--- src/rtl/wdt_pkg.sv ---
// Functional notes
// - count only while enable strap fitted
// - timeout after 1.6 s without kick
// - hold board reset 50 ms on timeout
// - after release, fresh period like power-up
// - each kick clears the counter; the code clears it only in st_count, a kick during st_hold is ignored
// - readable flag: last reset was watchdog
`default_nettype none
package wdt_pkg;
  localparam int unsigned CLOCK_HZ      = 250_000_000;
  localparam int unsigned TIMEOUT_MS    = 1600;
  localparam int unsigned HOLD_MS       = 50;
  localparam int unsigned TIMEOUT_CYC   = CLOCK_HZ / 1000 * TIMEOUT_MS;
  localparam int unsigned HOLD_CYC      = CLOCK_HZ / 1000 * HOLD_MS;
  localparam int unsigned CNT_W         = 32;
  localparam logic        CAUSE_RESET   = 1'h0;

  typedef enum logic [1:0] {
    st_idle  = 2'h0,
    st_count = 2'h1,
    st_hold  = 2'h3
  } wdt_state_t;
endpackage
`default_nettype wire

--- src/rtl/board_watchdog_reset_timer.sv ---
`timescale 1ns/1ps
`default_nettype none
module board_watchdog_reset_timer #(
  parameter logic [31:0] TIMEOUT_CYCLES = 32'(wdt_pkg::TIMEOUT_CYC),
  parameter logic [31:0] HOLD_CYCLES    = 32'(wdt_pkg::HOLD_CYC)
) (
  input  wire logic clock,
  input  wire logic nrst,
  input  wire logic watchdog_enable_strap,
  input  wire logic kick,
  input  wire logic pushbutton_reset,
  output logic      board_reset,
  output logic      watchdog_caused_reset
);
  logic                      strap;
  logic                      button;
  logic                      button_meta;
  logic                      timeout_hit;
  logic                      hold_done;
  logic [wdt_pkg::CNT_W-1:0] count;
  logic [wdt_pkg::CNT_W-1:0] high_run;
  wdt_pkg::wdt_state_t       state;

  // true on the last cycle of a span of the given length
  function automatic logic reached_end(
    input logic [wdt_pkg::CNT_W-1:0] value,
    input logic [31:0]               span
  );
    return value == span - 32'h1;
  endfunction

  strap_sync u_strap (
    .clock (clock),
    .nrst  (nrst),
    .pin   (watchdog_enable_strap),
    .level (strap)
  );

  always_ff @(posedge clock) begin
    if (!nrst) begin
      button_meta <= 1'h0;
      button      <= 1'h0;
    end else begin
      button_meta <= pushbutton_reset;
      button      <= button_meta;
    end
  end

  // starved for a full period with the strap fitted
  assign timeout_hit = state == wdt_pkg::st_count && strap && !kick
                       && reached_end(count, TIMEOUT_CYCLES);
  assign hold_done   = state == wdt_pkg::st_hold && reached_end(count, HOLD_CYCLES);

  // state sequencing
  always_ff @(posedge clock) begin
    if (!nrst) begin
      state <= wdt_pkg::st_idle;
    end else begin
      case (state)
        wdt_pkg::st_idle: begin
          if (strap) state <= wdt_pkg::st_count;
        end
        wdt_pkg::st_count: begin
          if (!strap) state <= wdt_pkg::st_idle;
          else if (timeout_hit) state <= wdt_pkg::st_hold;
        end
        wdt_pkg::st_hold: begin
          if (hold_done) state <= wdt_pkg::st_idle;
        end
        default: state <= wdt_pkg::st_idle;
      endcase
    end
  end

  // shared cycle counter
  always_ff @(posedge clock) begin
    if (!nrst) begin
      count <= '0;
    end else begin
      case (state)
        wdt_pkg::st_count: begin
          if (kick || !strap) count <= '0;
          else if (timeout_hit) count <= '0;
          else count <= count + 32'h1;
        end
        wdt_pkg::st_hold: begin
          if (hold_done) count <= '0;
          else count <= count + 32'h1;
        end
        default: count <= '0;
      endcase
    end
  end

  // board reset output
  always_ff @(posedge clock) begin
    if (!nrst) begin
      board_reset <= 1'h0;
    end else begin
      board_reset <= timeout_hit || (state == wdt_pkg::st_hold && !hold_done);
    end
  end

  // reset cause; survives the board reset it drives, cleared by power-on or button
  always_ff @(posedge clock) begin
    if (!nrst) begin
      watchdog_caused_reset <= wdt_pkg::CAUSE_RESET;
    end else if (state == wdt_pkg::st_hold) begin
      watchdog_caused_reset <= 1'h1;
    end else if (button) begin
      watchdog_caused_reset <= 1'h0;
    end
  end

  // assertion helper: length of the current reset pulse
  always_ff @(posedge clock) begin
    if (!nrst) begin
      high_run <= '0;
    end else if (board_reset) begin
      high_run <= high_run + 32'h1;
    end else begin
      high_run <= '0;
    end
  end
endmodule // board_watchdog_reset_timer
`default_nettype wire

--- src/rtl/strap_sync.sv ---
`timescale 1ns/1ps
`default_nettype none
module strap_sync (
  input  wire logic clock,
  input  wire logic nrst,
  input  wire logic pin,
  output logic      level
);
  logic meta;

  always_ff @(posedge clock) begin
    if (!nrst) begin
      meta  <= 1'h0;
      level <= 1'h0;
    end else begin
      meta  <= pin;
      level <= meta;
    end
  end
endmodule // strap_sync
`default_nettype wire

--- config.mk ---
export PLATFORM = sky130hd
export DESIGN_NAME = board_watchdog_reset_timer
export DESIGN_NICKNAME = d
export VERILOG_FILES = /design/src/rtl/wdt_pkg.sv /design/src/rtl/board_watchdog_reset_timer.sv /design/src/rtl/strap_sync.sv
export SDC_FILE = /design/constraint.sdc
export NUM_CORES = 1
export LEC_CHECK = 0
export BUFFER_PORTS_ARGS = -buffer_cell sky130_fd_sc_hd__buf_4
export CORE_MARGIN = 10
export CORE_UTILIZATION = 64
export CTS_CLUSTER_DIAMETER = 120
export DETAILED_ROUTE_END_ITERATION = 10
export PLACE_DENSITY = 0.8
export SLEW_MARGIN = 10
export SYNTH_ARGS = -nofsm -noshare
export SYNTH_HDL_FRONTEND = slang
export SYNTH_SLANG_ARGS = --single-unit
--- constraint.sdc ---
create_clock -name clock -period 3.5 [get_ports clock]
set_clock_uncertainty 0.15 [all_clocks]
set_input_delay 0.175 -clock clock [delete_from_list [all_inputs] [get_ports clock]]
set_output_delay 0.175 -clock clock [all_outputs]
set_load 0.01 [all_outputs]
; Word-level counts from Yosys, hierarchy flattened
; Index checks and enable logic that the tools add are counted.
[totals]
wordCells = 40
reg_bits = 40
in_bits = 5
[op_classes]
eq_ne = 7
n_addsub = 1
n_reduce_logical = 13
mux = 11
[op_table]
columns = cell, n
row1 = $mux 32, 3
row2 = $pmux 32 s2, 1
row3 = $add 32x1->32 const B, 1
row4 = $eq 32x24->1 const B, 1
row5 = $eq 32x29->1 const B, 1
row6 = $mux 2, 4
row7 = $pmux 2 s3, 1
row8 = $logic_and 1x1->1, 5
row9 = $logic_not 1->1, 3
row10 = $ne 3x3->1 const B, 1
row11 = $reduce_and 3->1, 1
row12 = $eq 2x1->1 const B, 1
row13 = $eq 2x2->1 const B, 1
row14 = $logic_not 2->1, 1
row15 = $logic_or 1x1->1, 2
row16 = $mux 1, 2
row17 = $ne 2x1->1 const B, 1
row18 = $ne 2x2->1 const B, 1
row19 = $reduce_bool 2->1, 1

; Logic depth before layout (Yosys ltp)
; Gate-level depths: netlist of run 1.
[depth]
word_depth = 7
depth_mapped = 7
ltp_nobuf = 6

; Hierarchy
; From an unflattened synthesis of run 1, not the netlist that was laid out.
[hier_totals]
hier_cells = 199
area_unflattened_um2 = 1841.8
[modules_own_cells]
columns = mod, n_inst, area_each_um2, cells_per_inst
row1 = board_watchdog_reset_timer, 1, 1789.2, 195
row2 = strap_sync, 1, 52.6, 4

; Worst setup path before layout of run 1
; No wires, ideal clock.
[synth_path]
path_type = flip-flop to flip-flop
start = reg count[25] (netlist bit)
end = reg count[5] (netlist bit)
stages_incl_launch_ff = 7
arrival_ns = 1.751
path_slack_ns = 1.485
setup_time_ns = 0.115
path_buffers = 1
t_required_ns = 3.235
period_less_slack_ns = 2.015
path_cell_list = dfxtp_1 or4_1 nor4_1 a31oi_1 a22oi_4 buf_6 nor2_1
[synth_via]
elab_chain_cells = 5
word_cells_on_any_way = 8
[synth_lines]
columns = element, line_no
row1 = "start, declared", board_watchdog_reset_timer.sv:20  ; logic [wdt_pkg::CNT_W-1:0] count;
row2 = "start signal, assigned", board_watchdog_reset_timer.sv:84  ; else count <= count + 32'h1;
row3 = "start signal, assigned", board_watchdog_reset_timer.sv:88  ; else count <= count + 32'h1;
row4 = $eq 32x29->1, board_watchdog_reset_timer.sv:29  ; return value == span - 32'h1;
row5 = $logic_and 1x1->1, board_watchdog_reset_timer.sv:51  ; && reached_end(count, TIMEOUT_CYCLES);
row6 = $mux 32, board_watchdog_reset_timer.sv:83  ; else if (timeout_hit) count <= '0;
row7 = $mux 32, board_watchdog_reset_timer.sv:82  ; if (kick || !strap) count <= '0;
row8 = $pmux 32 s2 *, board_watchdog_reset_timer.sv:80  ; case (state)
; Mark *: on every way between the ends. The rest lies on a longest branch, timed or not.
; A chain may end at the register's enable or synchronous reset.

; Final worst setup path of run 1
[layout_path]
start = reg count[0] (netlist bit)
end = reg board_reset
[layout_via]
elab_chain_cells = 5
word_cells_on_any_way = 7
[layout_lines]
columns = element, line_no
row1 = $eq 32x24->1, board_watchdog_reset_timer.sv:29
row2 = $logic_and 1x1->1, board_watchdog_reset_timer.sv:52  ; assign hold_done = state == wdt_pkg::st_hold && reached_end(count, HOLD_CYCLES);
row3 = $logic_not 1->1, board_watchdog_reset_timer.sv:100  ; board_reset <= timeout_hit || (state == wdt_pkg::st_hold && !hold_done);
row4 = $logic_and 1x1->1, board_watchdog_reset_timer.sv:100
row5 = $logic_or 1x1->1 *, board_watchdog_reset_timer.sv:100
row6 = "end signal, assigned", board_watchdog_reset_timer.sv:100
row7 = "end, declared", board_watchdog_reset_timer.sv:12  ; output logic board_reset,
; Marks and branches as above.

==> impl_metrics.py, run 1 <==
metrics = {
    "logic_synthesis": {
        "ys_types": 28,
        "yosys-top-cells-area": "dfxtp_1 (45%), xor2_1 (13%), nor2_1 (7.8%)",
        "yosysWarnings": 0,
        "synthesis.nets": 205,
        "syn_area_per_cell_sq_um": 9.03,
        "synthCells": 198,
        "synth_top_area_share_pct": 44.8,
        "ys_ff_latch": 40,
        "seq_area_frac_synth_pct": 44.8,
        "yosysTopAreaCell": "dfxtp_1",
        "netlist_area_sq_mm": 0.00179,
    },
    "worst_setup_path": {
        "r2r_slack_ns": 0.77,
        "crit_arrival_ns": 2.88,
        "endpoint_kind": "register",
        "reg2reg_depth": 7,
        "setup.worst_path.class": "register to register",
        "regToRegStartpoint": "count[0]$_SDFF_PN0_",
        "cp-start-kind": "register",
        "r2r-end": "board_reset$_SDFF_PN0_",
        "required_ns": 3.65,
        "worstPathMaxFanout": 6,
    },
    "timing": {
        "drv_slew": 0,
        "fmax_ghz": 0.367,
        "maxSlewHeadroom_pct": 40.7,
        "finalHoldViolations": 0,
        "setup-tns-final_ns": 0,
        "holdWs_ns": 0.304,
        "setup_violations": 0,
        "tightest_slew_ns": 0.882,
        "fin_crit_sh_pct": 77.9,
        "rsz0062_at_grt": "false",
        "period_minus_slack_ns": 2.73,
    },
    "die": {
        "rows": 19,
        "dieHeight_um": 72.9,
        "core_area_sq_mm": 0.00271,
        "die-area_sq_mm": 0.00531,
        "die_w_um": 72.9,
        "boundaryPins": 7,
        "initial_core_util_pct": 66.0,
    },
    "hold_path": {
        "min_path_type": "register to register",
        "hold_path_end": "button$_SDFF_PN0_",
        "worst_hold_startpoint": "button_meta$_SDFF_PN0_",
        "holdPathStages": 1,
    },
    "power": {
        "pwr_density_cell_mw_per_mm2": 366,
        "power_frac_seq_pct": 63.9,
        "finalPower_mw": 0.717,
        "p_sw_mw": 0.151,
        "ir_drop_mv": 0.325,
        "clkPwrFrac_pct": 34.1,
        "p_leak_nw": 0.667,
        "switching_share_pct": 21.1,
        "p_comb_share_pct": 2.0,
        "intPower_mw": 0.566,
    },
    "clock_tree": {
        "h-tree-depth": 2,
        "clkTransAtPathRegs_ns": 0.11,
        "cts_resized": 0,
        "cts_buffers": 5,
        "cts_tree": "built",
        "cts_max_path_buffers": 2,
        "cts_sinks": 40,
        "insertion_delay_ns": 0.36,
        "root_buffer": "clkbuf_4",
    },
    "global_routing": {
        "grt_pass1_wl_mm": 6.06,
        "grt_usage_pct": 14.3,
        "antenna_found_initial": 0,
        "grt_pass1_vias": 1386,
        "grt_max_degree": 33,
        "grt_overflow_total": 0,
    },
    "outcome": {
        "status": "finished, final reports clean",
    },
    "detailed_routing": {
        "wl_per_cell_um": 14.4,
        "wirelength_mm": 3.52,
        "vias_per_cell": 5.83,
        "ant_nets": 0,
        "dr.pass1.iters": 4,
        "drtIter0Drc": 130,
        "vias": 1429,
        "route.detailed.drc": 0,
    },
    "cells_and_area": {
        "final_cell_area_sq_mm": 0.00196,
        "drive_gt1_share_pct": 7.01,
        "final_nets": 220,
        "final-seq-area_sq_um": 801,
        "num_antenna_cells": 0,
        "final_core_util_pct": 72.3,
        "multi_input_area_sq_um": 935,
        "area_growth_pct": 9.59,
        "fillerInstances": 216,
    },
    "placed_design": {
        "post-dp-hpwl_mm": 2.42,
        "gp_congestion": 0.877,
        "numPortBuffers": 6,
        "placed_area_sq_mm": 0.00183,
    },
    "flow_run": {
        "maxCapViolCount": 0,
    },
}
==> area by class of cell <==
cell class	count	share of cell area, %
Clock buffer	8	3.00
Sequential cell	40	40.9
Multi-Input combinational cell	150	47.7
Tap cell	31	1.98
Inverter	3	0.575
Timing Repair Buffer	13	5.87
==> how the worst max path moves through the flow <==
stage                               startpoint                     end  slack (ns)  cells past startpoint
final                      count[0]$_SDFF_PN0_  board_reset$_SDFF_PN0_        0.77                      7
after global placement    count[25]$_SDFF_PN0_    count[31]$_SDFF_PN0_        0.99                      5
after floorplan           count[25]$_SDFF_PN0_     count[5]$_SDFF_PN0_        1.48                      6
after detailed placement   count[0]$_SDFF_PN0_    count[12]$_SDFF_PN0_        0.88                      6
after CTS                  count[0]$_SDFF_PN0_  board_reset$_SDFF_PN0_        0.81                      7
after global routing       count[0]$_SDFF_PN0_  board_reset$_SDFF_PN0_        0.67                      7
==> power groups by stage <==
| stage | logic [mW] | registers [mW] | clock network [mW] |
|---|---|---|---|
| 6_report | 0.0141 | 0.458 | 0.245 |
| 5_1_grt | 0.0154 | 0.458 | 0.262 |
| 4_1_cts | 0.0137 | 0.458 | 0.250 |
| 3_5_place_dp | 0.00839 | 0.469 | 0 |
| 3_3_place_gp | 0.00792 | 0.468 | 0 |
| 2_1_floorplan | 0.00450 | 0.468 | 0 |
==> cell usage after synthesis, drive strengths merged <==
master  number
a31oi        1
nor2b        2
a21boi       1
nand3       16
nand4       12
clkbuf       2
and4b        1
and2         5
ha           2
o21a         3
a22oi        1
xor2        26
buf          3
nor2        37
nand2b       2
nor3         6
xnor2        4
or4          2
and4         3
nand4b       2
or4b         2
nor4b        1
nand2       13
inv          3
dfxtp       40
and3         5
nor4         3
==> registers in the layout, indices dropped and copies added (netlist names) <==
signal,cells
u_strap.level,1
u_strap.meta,1
button_meta,1
board_reset,1
button,1
count,32
state,2
watchdog_caused_reset,1
==> worst max-delay path: stages (launching register included) <==
cell and delay (ns):
dfxtp_1 0.43, ha_1 0.24, nand4_1 0.22, nor4_2 0.32, nand4_1 0.24, nor4b_2 0.38, o21a_1 0.15, dlygate4sd3_1 0.54
==> repair_timing <==
item                                   4_1_cts  5_1_grt
hold buffers                                 7        0
buffers inserted                             0        0
endpoints found under the hold margin        8        0
==> metal layers <==
metal	GRT usage, %	vias to the layer above	share of wire [%]
li1	-	712	-
met1	16.1	674	44
met2	23.3	38	48
met3	3.95	5	6.0
met4	9.07	0	1.3
met5	0	-	0
==> kinds of logic (layout without fill, tap and decap cells) <==
family	count (synthesis)	count (layout)	share of synthesized area, %
compound gates	6	6	3.22
xor+xnor	30	30	14.7
simple gates	112	112	33.0
buf+inv	8	24	2.94
fa+ha+maj	2	2	1.40
flops	40	40	44.8
==> layout by cell type (no fill, tap or decap), types with 3 or more instances in the layout <==
master / n
nand2_1: 13
dfxtp_1: 40
nor2_1: 37
nand3_1: 16
nor3_1: 6
xor2_1: 26
clkbuf_4: 5
o21a_1: 3
and3_1: 5
buf_4: 6
and2_1: 5
nand4_1: 12
xnor2_1: 4
and4_1: 3
dlygate4sd3_1: 7
inv_1: 3
==> through the flow <==
| step | cells | setup WS, ns |
|---|---|---|
| 2_1_floorplan | 198 | 1.48 |
| 3_3_place_gp | 230 | 0.985 |
| 3_5_place_dp | 230 | 0.883 |
| 4_1_cts | 245 | 0.809 |
| 5_1_grt | 245 | 0.668 |
| 6_report | 245 | 0.772 |
No activity file was read; power rests on OpenSTA's default activity.
==> run 2, diff against run 1 <==
--- a/config.mk
+++ b/config.mk
@@ -7,10 +7,10 @@
 export LEC_CHECK = 0
 export BUFFER_PORTS_ARGS = -buffer_cell sky130_fd_sc_hd__buf_4
 export CORE_MARGIN = 10
-export CORE_UTILIZATION = 64
+export CORE_UTILIZATION = 60
 export CTS_CLUSTER_DIAMETER = 120
 export DETAILED_ROUTE_END_ITERATION = 10
-export PLACE_DENSITY = 0.8
+export PLACE_DENSITY = 0.76
 export SLEW_MARGIN = 10
 export SYNTH_ARGS = -nofsm -noshare
 export SYNTH_HDL_FRONTEND = slang
==> constraint.sdc (replaced) <==
create_clock -name clock -period 2.7 [get_ports clock]
set_clock_uncertainty 0.15 [all_clocks]
set_input_delay 0.135 -clock clock [delete_from_list [all_inputs] [get_ports clock]]
set_output_delay 0.135 -clock clock [all_outputs]
set_load 0.01 [all_outputs]
==> impl_metrics.py, run 2 (synthesized netlist as in run 1, its figures left out) <==
metrics = {
    "timing": {
        "tightest_slew_ns": 0.514,
        "setup-tns-final_ns": 0,
        "maxSlewHeadroom_pct": 65.5,
        "setup_violations": 0,
        "finalHoldViolations": 0,
        "fmax_ghz": 0.382,
        "period_minus_slack_ns": 2.62,
        "rsz0062_at_grt": "false",
        "drv_slew": 0,
        "holdWs_ns": 0.297,
        "fin_crit_sh_pct": 97.0,
    },
    "worst_setup_path": {
        "required_ns": 2.84,
        "critPathCapture": "state[1]$_SDFFE_PN0P_",
        "regToRegStartpoint": "count[27]$_SDFF_PN0_",
        "endpoint_kind": "register",
        "r2r_slack_ns": 0.08,
        "critPathLaunch": "count[27]$_SDFF_PN0_",
        "setup.worst_path.class": "register to register",
        "r2r-end": "state[1]$_SDFFE_PN0P_",
        "worstPathMaxFanout": 4,
        "reg2reg_depth": 6,
        "cp-start-kind": "register",
        "crit_arrival_ns": 2.76,
    },
    "detailed_routing": {
        "drtIter0Drc": 178,
        "vias_per_cell": 5.76,
        "route.detailed.drc": 0,
        "wirelength_mm": 3.66,
        "wl_per_cell_um": 14.7,
        "dr.pass1.iters": 4,
        "vias": 1440,
        "ant_nets": 0,
    },
    "cells_and_area": {
        "largest_reg_flops": 32,
        "final_nets": 226,
        "area_growth_pct": 11.5,
        "final_cells": 250,
        "drive_gt1_share_pct": 10.0,
        "num_antenna_cells": 0,
        "final_cell_mix": "dfxtp_1 (39), nor2_1 (37), xor2_1 (26), nand3_1 (16), nand2_1 (13)",
        "top_register": "count",
        "layout_commonest_cell": "dfxtp_1",
        "top_regs": "count x32, state x2",
        "final_core_util_pct": 71.1,
    },
    "clock_tree": {
        "clkTransAtPathRegs_ns": 0.11,
        "cts_buffers": 5,
        "insertion_delay_ns": 0.34,
        "cts_max_path_buffers": 2,
        "cts_tree": "built",
        "root_buffer": "clkbuf_4",
        "h-tree-depth": 2,
        "cts_sinks": 40,
    },
    "global_routing": {
        "grt_usage_pct": 14.6,
        "grt_max_degree": 19,
        "grt_overflow_total": 0,
        "grt_pass1_vias": 1427,
        "grt_pass1_wl_mm": 6.28,
        "antenna_found_initial": 0,
    },
    "die": {
        "boundaryPins": 7,
        "dieHeight_um": 74.6,
        "die_w_um": 74.6,
        "core_area_sq_mm": 0.00281,
        "rows": 19,
        "initial_core_util_pct": 63.7,
        "die-area_sq_mm": 0.00556,
    },
    "outcome": {
        "status": "finished, final reports clean",
    },
    "hold_path": {
        "worst_hold_startpoint": "u_strap.meta$_SDFF_PN0_",
        "min_path_type": "register to register",
    },
    "flow_run": {
        "maxCapViolCount": 0,
    },
    "power": {
        "p_leak_nw": 0.692,
        "pwr_density_cell_mw_per_mm2": 445,
        "ir_drop_mv": 0.349,
    },
    "placed_design": {
        "dp_cells": 235,
        "gp_congestion": 0.862,
        "post-dp-hpwl_mm": 2.62,
        "numPortBuffers": 6,
    },
}
run 2: power by group:
part | internal (mW) | total (mW) | leakage [nW] | switching [mW]
sequential | 0.593 | 0.594 | 0.323 | 0.000828
combinational | 0.0122 | 0.0179 | 0.340 | 0.00564
clock | 0.0959 | 0.276 | 0.0281 | 0.180
total | 0.701 | 0.888 | 0.692 | 0.187
run 2: area by class of cell:
type / instances / area [sq um]
well taps: 31 / 38.8
multi-input cells: 150 / 935
fillers: 231 / 812
inverters: 3 / 11.3
clock inverters: 1 / 5.00
clock buffers: 6 / 41.3
repair buffers: 19 / 160
flip-flops and latches: 40 / 802
run 2: critical path, cell delays in order (launching register included):
cell and delay [ns]:
dfxtp_1 0.36, or4b_1 0.56, nor4_2 0.28, nand4_1 0.18
nor4b_2 0.35, o21a_1 0.15, dlygate4sd3_1 0.53
run 2: stage by stage:
stage / setup WS (ns) / total power, mW / cell area [sq um]
final: 0.0806 / 0.888 / 1990
after global routing: 0.00267 / 0.931 / 1990
after CTS: 0.0640 / 0.894 / 1980
after detailed placement: 0.480 / 0.618 / 1870
after global placement: 0.562 / 0.617 / 1870
after floorplan: 0.685 / 0.613 / 1790
run 2: worst min path at each step:
stage | slack [ns] | end | cells past startpoint
final | 0.30 | u_strap.level$_SDFF_PN0_ | 1
after global routing | 0.33 | u_strap.level$_SDFF_PN0_ | 1
after CTS | 0.30 | u_strap.level$_SDFF_PN0_ | 1
after detailed placement | 0.20 | u_strap.meta$_SDFF_PN0_ | 2
after global placement | 0.19 | button_meta$_SDFF_PN0_ | 2
after floorplan | 0.11 | button_meta$_SDFF_PN0_ | 1
run 2: metal layers:
metal / global-route usage (%) / share of wire (%) / up-vias
li1: - / - / 721
met1: 16.0 / 41 / 661
met2: 25.0 / 50 / 50
met3: 5.72 / 7.2 / 8
met4: 5.67 / 1.8 / 0
met5: 0 / 0 / -
run 2: repair_timing:
action,in CTS,in global routing
setup endpoints to repair,0,1
hold endpoints to repair,8,0
resized for setup,0,1
hold buffers,7,0
buffers inserted,0,1
==> run 3, diff against run 2 <==
--- a/config.mk
+++ b/config.mk
@@ -5,9 +5,10 @@
 export SDC_FILE = /design/constraint.sdc
 export NUM_CORES = 1
 export LEC_CHECK = 0
+export ABC_AREA = 1
 export BUFFER_PORTS_ARGS = -buffer_cell sky130_fd_sc_hd__buf_4
 export CORE_MARGIN = 10
-export CORE_UTILIZATION = 60
+export CORE_UTILIZATION = 61
 export CTS_CLUSTER_DIAMETER = 120
 export DETAILED_ROUTE_END_ITERATION = 10
 export PLACE_DENSITY = 0.76
==> impl_metrics.py, run 3 <==
metrics = {
    "outcome": {
        "status": "finished, final reports clean",
    },
    "die": {
        "core_area_sq_mm": 0.00361,
        "boundaryPins": 7,
        "die_w_um": 80.7,
        "die-area_sq_mm": 0.00652,
        "dieHeight_um": 80.7,
        "rows": 22,
        "initial_core_util_pct": 62.4,
    },
    "logic_synthesis": {
        "synthTopCellsByCount": "nand2_1 (83), nor2_1 (54), dfxtp_1 (40)",
        "synthesis.nets": 337,
        "yosysTopAreaCell": "dfxtp_1",
        "netlist_area_sq_mm": 0.00225,
        "ys_types": 25,
        "synth_edf_count": 0,
        "yosys-top-cells-area": "dfxtp_1 (36%), nand2_1 (14%), nor2_1 (9.0%)",
        "synthFlopType": "dfxtp_1",
        "yosysMostFrequentCell": "nand2_1",
        "async_reset_ff_share_pct": 0,
        "synth_top_area_share_pct": 35.6,
        "ys_ff_latch": 40,
        "synthCells": 330,
        "syn_area_per_cell_sq_um": 6.82,
        "yosysWarnings": 0,
        "seq_area_frac_synth_pct": 35.6,
    },
    "detailed_routing": {
        "vias_per_cell": 5.11,
        "vias": 2015,
        "route.detailed.drc": 0,
        "ant_nets": 0,
        "wirelength_mm": 4.78,
        "dr.pass1.iters": 4,
        "drtIter0Drc": 150,
        "wl_per_cell_um": 12.1,
    },
    "cells_and_area": {
        "largest_reg_flops": 32,
        "drive_gt1_share_pct": 14.2,
        "final-seq-area_sq_um": 801,
        "num_antenna_cells": 0,
        "multi_input_area_sq_mm": 0.00124,
        "area_growth_pct": 9.57,
        "layout_commonest_cell": "nand2_1",
        "fillerInstances": 334,
        "final_cells": 394,
        "final_cell_mix": "nand2_1 (83), nor2_1 (54), dfxtp_1 (40), inv_1 (39), nor2_2 (22)",
        "top_regs": "count x32, state x2",
        "top_register": "count",
        "final_nets": 352,
    },
    "timing": {
        "fmax_ghz": 0.513,
        "drv_slew": 0,
        "holdWs_ns": 0.107,
        "finalHoldViolations": 0,
        "tightest_slew_ns": 0.344,
        "rsz0062_at_grt": "false",
        "setup-tns-final_ns": 0,
        "period_minus_slack_ns": 1.95,
        "setup_violations": 0,
        "maxSlewHeadroom_pct": 77.1,
        "fin_crit_sh_pct": 72.3,
    },
    "worst_setup_path": {
        "setup.worst_path.class": "register to register",
        "critPathSlowestCell": "dfxtp_1",
        "cp_cell_sequence": "ha_1, nand2_2, nor2_4, nand3_1, nor2_1, nand2_1, nand2_4, nand2_4, nand2_8, nor2_1",
        "critPathLaunch": "count[0]$_SDFF_PN0_",
        "required_ns": 2.73,
        "worstPathMaxFanout": 26,
        "cp-start-kind": "register",
        "crit_arrival_ns": 1.98,
        "endpoint_kind": "register",
        "crit_path_max_incr_delay_ns": 0.45,
        "regToRegStartpoint": "count[0]$_SDFF_PN0_",
    },
    "clock_tree": {
        "cts_sinks": 40,
        "post_cts_buffers": 0,
        "root_buffer": "clkbuf_8",
        "ctsHoldBuffers": 5,
        "cts_tree": "built",
        "cts_resized": 0,
        "h-tree-depth": 2,
        "cts_buffers": 5,
        "clkTransAtPathRegs_ns": 0.08,
        "cts_max_path_buffers": 2,
        "insertion_delay_ns": 0.30,
    },
    "power": {
        "power_frac_seq_pct": 53.9,
        "p_comb_share_pct": 1.6,
        "ir_drop_mv": 0.582,
        "p_leak_nw": 0.869,
        "clkPwrFrac_pct": 44.5,
        "intPower_mw": 0.876,
        "finalPower_mw": 1.10,
        "p_sw_mw": 0.225,
        "pwr_density_cell_mw_per_mm2": 447,
        "switching_share_pct": 20.5,
    },
    "placed_design": {
        "dp_cells": 381,
        "numPortBuffers": 6,
        "gp_congestion": 0.930,
        "post-dp-hpwl_mm": 3.56,
    },
    "global_routing": {
        "grt_usage_pct": 15.9,
        "grt_pass1_wl_mm": 8.30,
        "antenna_found_initial": 0,
        "grt_overflow_total": 0,
        "grt_pass1_vias": 1899,
        "grt_max_degree": 27,
    },
    "flow_run": {
        "maxCapViolCount": 0,
    },
    "hold_path": {
        "worst_hold_startpoint": "kick",
        "min_path_type": "primary input to register",
    },
}
==> run 3: changes by cell type after synthesis, sizes merged, moves of 4 or more <==
cell,previous run,this run
nand4,12,6
nor3,6,16
a21oi,0,4
nand2,13,92
nor2,37,77
inv,3,41
nand3,16,20
xor2,26,16
and2,5,0
==> run 3: critical path, delay by kind of cell, from the launching register on <==
family	cells	cell delay, ns
flops	1	0.45
simple gates	9	1.00
fa+ha+maj	1	0.23
==> run 3: layout make-up <==
type / count / area share, %
Clock buffer: 5 / 2.79
Clock inverter: 3 / 1.73
Inverter: 41 / 6.24
Multi-Input combinational cell: 246 / 50.5
Sequential cell: 40 / 32.5
Tap cell: 48 / 2.44
Timing Repair Buffer: 11 / 3.86
==> run 3: logic make-up after synthesis <==
| logic type | count (synthesis) | share of synthesized area, % |
|---|---|---|
| XOR/XNOR | 20 | 7.79 |
| AND/OR/NAND/NOR | 216 | 44.5 |
| buffers and inverters | 44 | 9.12 |
| AO/OA/AOI/OAI | 8 | 1.89 |
| adder cells (fa/ha/maj) | 2 | 1.11 |
| flip-flops | 40 | 35.6 |
==> run 3: layer usage <==
metal  vias to the layer above  part of all wire, %  GRT usage [%]
met5                         -                    0              0
met4                         0                  2.9           7.44
met3                        16                  3.4           3.53
met2                        44                   47           26.4
met1                       909                   47           19.2
li1                       1046                    -              -
==> run 3: worst paths after layout <==
path	endpoint	slack [ns]	cells after the start
setup / recovery	count[2]$_SDFF_PN0_	0.75	10
hold / removal	state[1]$_SDFFE_PN0P_	0.11	6
setup reg to reg	count[2]$_SDFF_PN0_	0.75	10
hold reg to reg	u_strap.level$_SDFF_PN0_	0.27	2
==> run 3: per-stage QoR <==
stage / instance area [sq um] / setup slack (ns) / utilization, %
after CTS: 2460 / 0.729 / 68.4
after global placement: 2300 / 0.844 / 63.9
final: 2460 / 0.749 / 68.4
after detailed placement: 2300 / 0.785 / 63.9
after global routing: 2460 / 0.585 / 68.4
after floorplan: 2250 / 0.961 / -
==> run 3: power groups by stage <==
stage          Sequential (mW)  Clock, mW  Combinational, mW
3_5_place_dp             0.607          0             0.0112
6_report                 0.594      0.491             0.0174
2_1_floorplan            0.607          0            0.00485
3_3_place_gp             0.607          0             0.0107
4_1_cts                  0.593      0.498             0.0167
5_1_grt                  0.594      0.531             0.0195
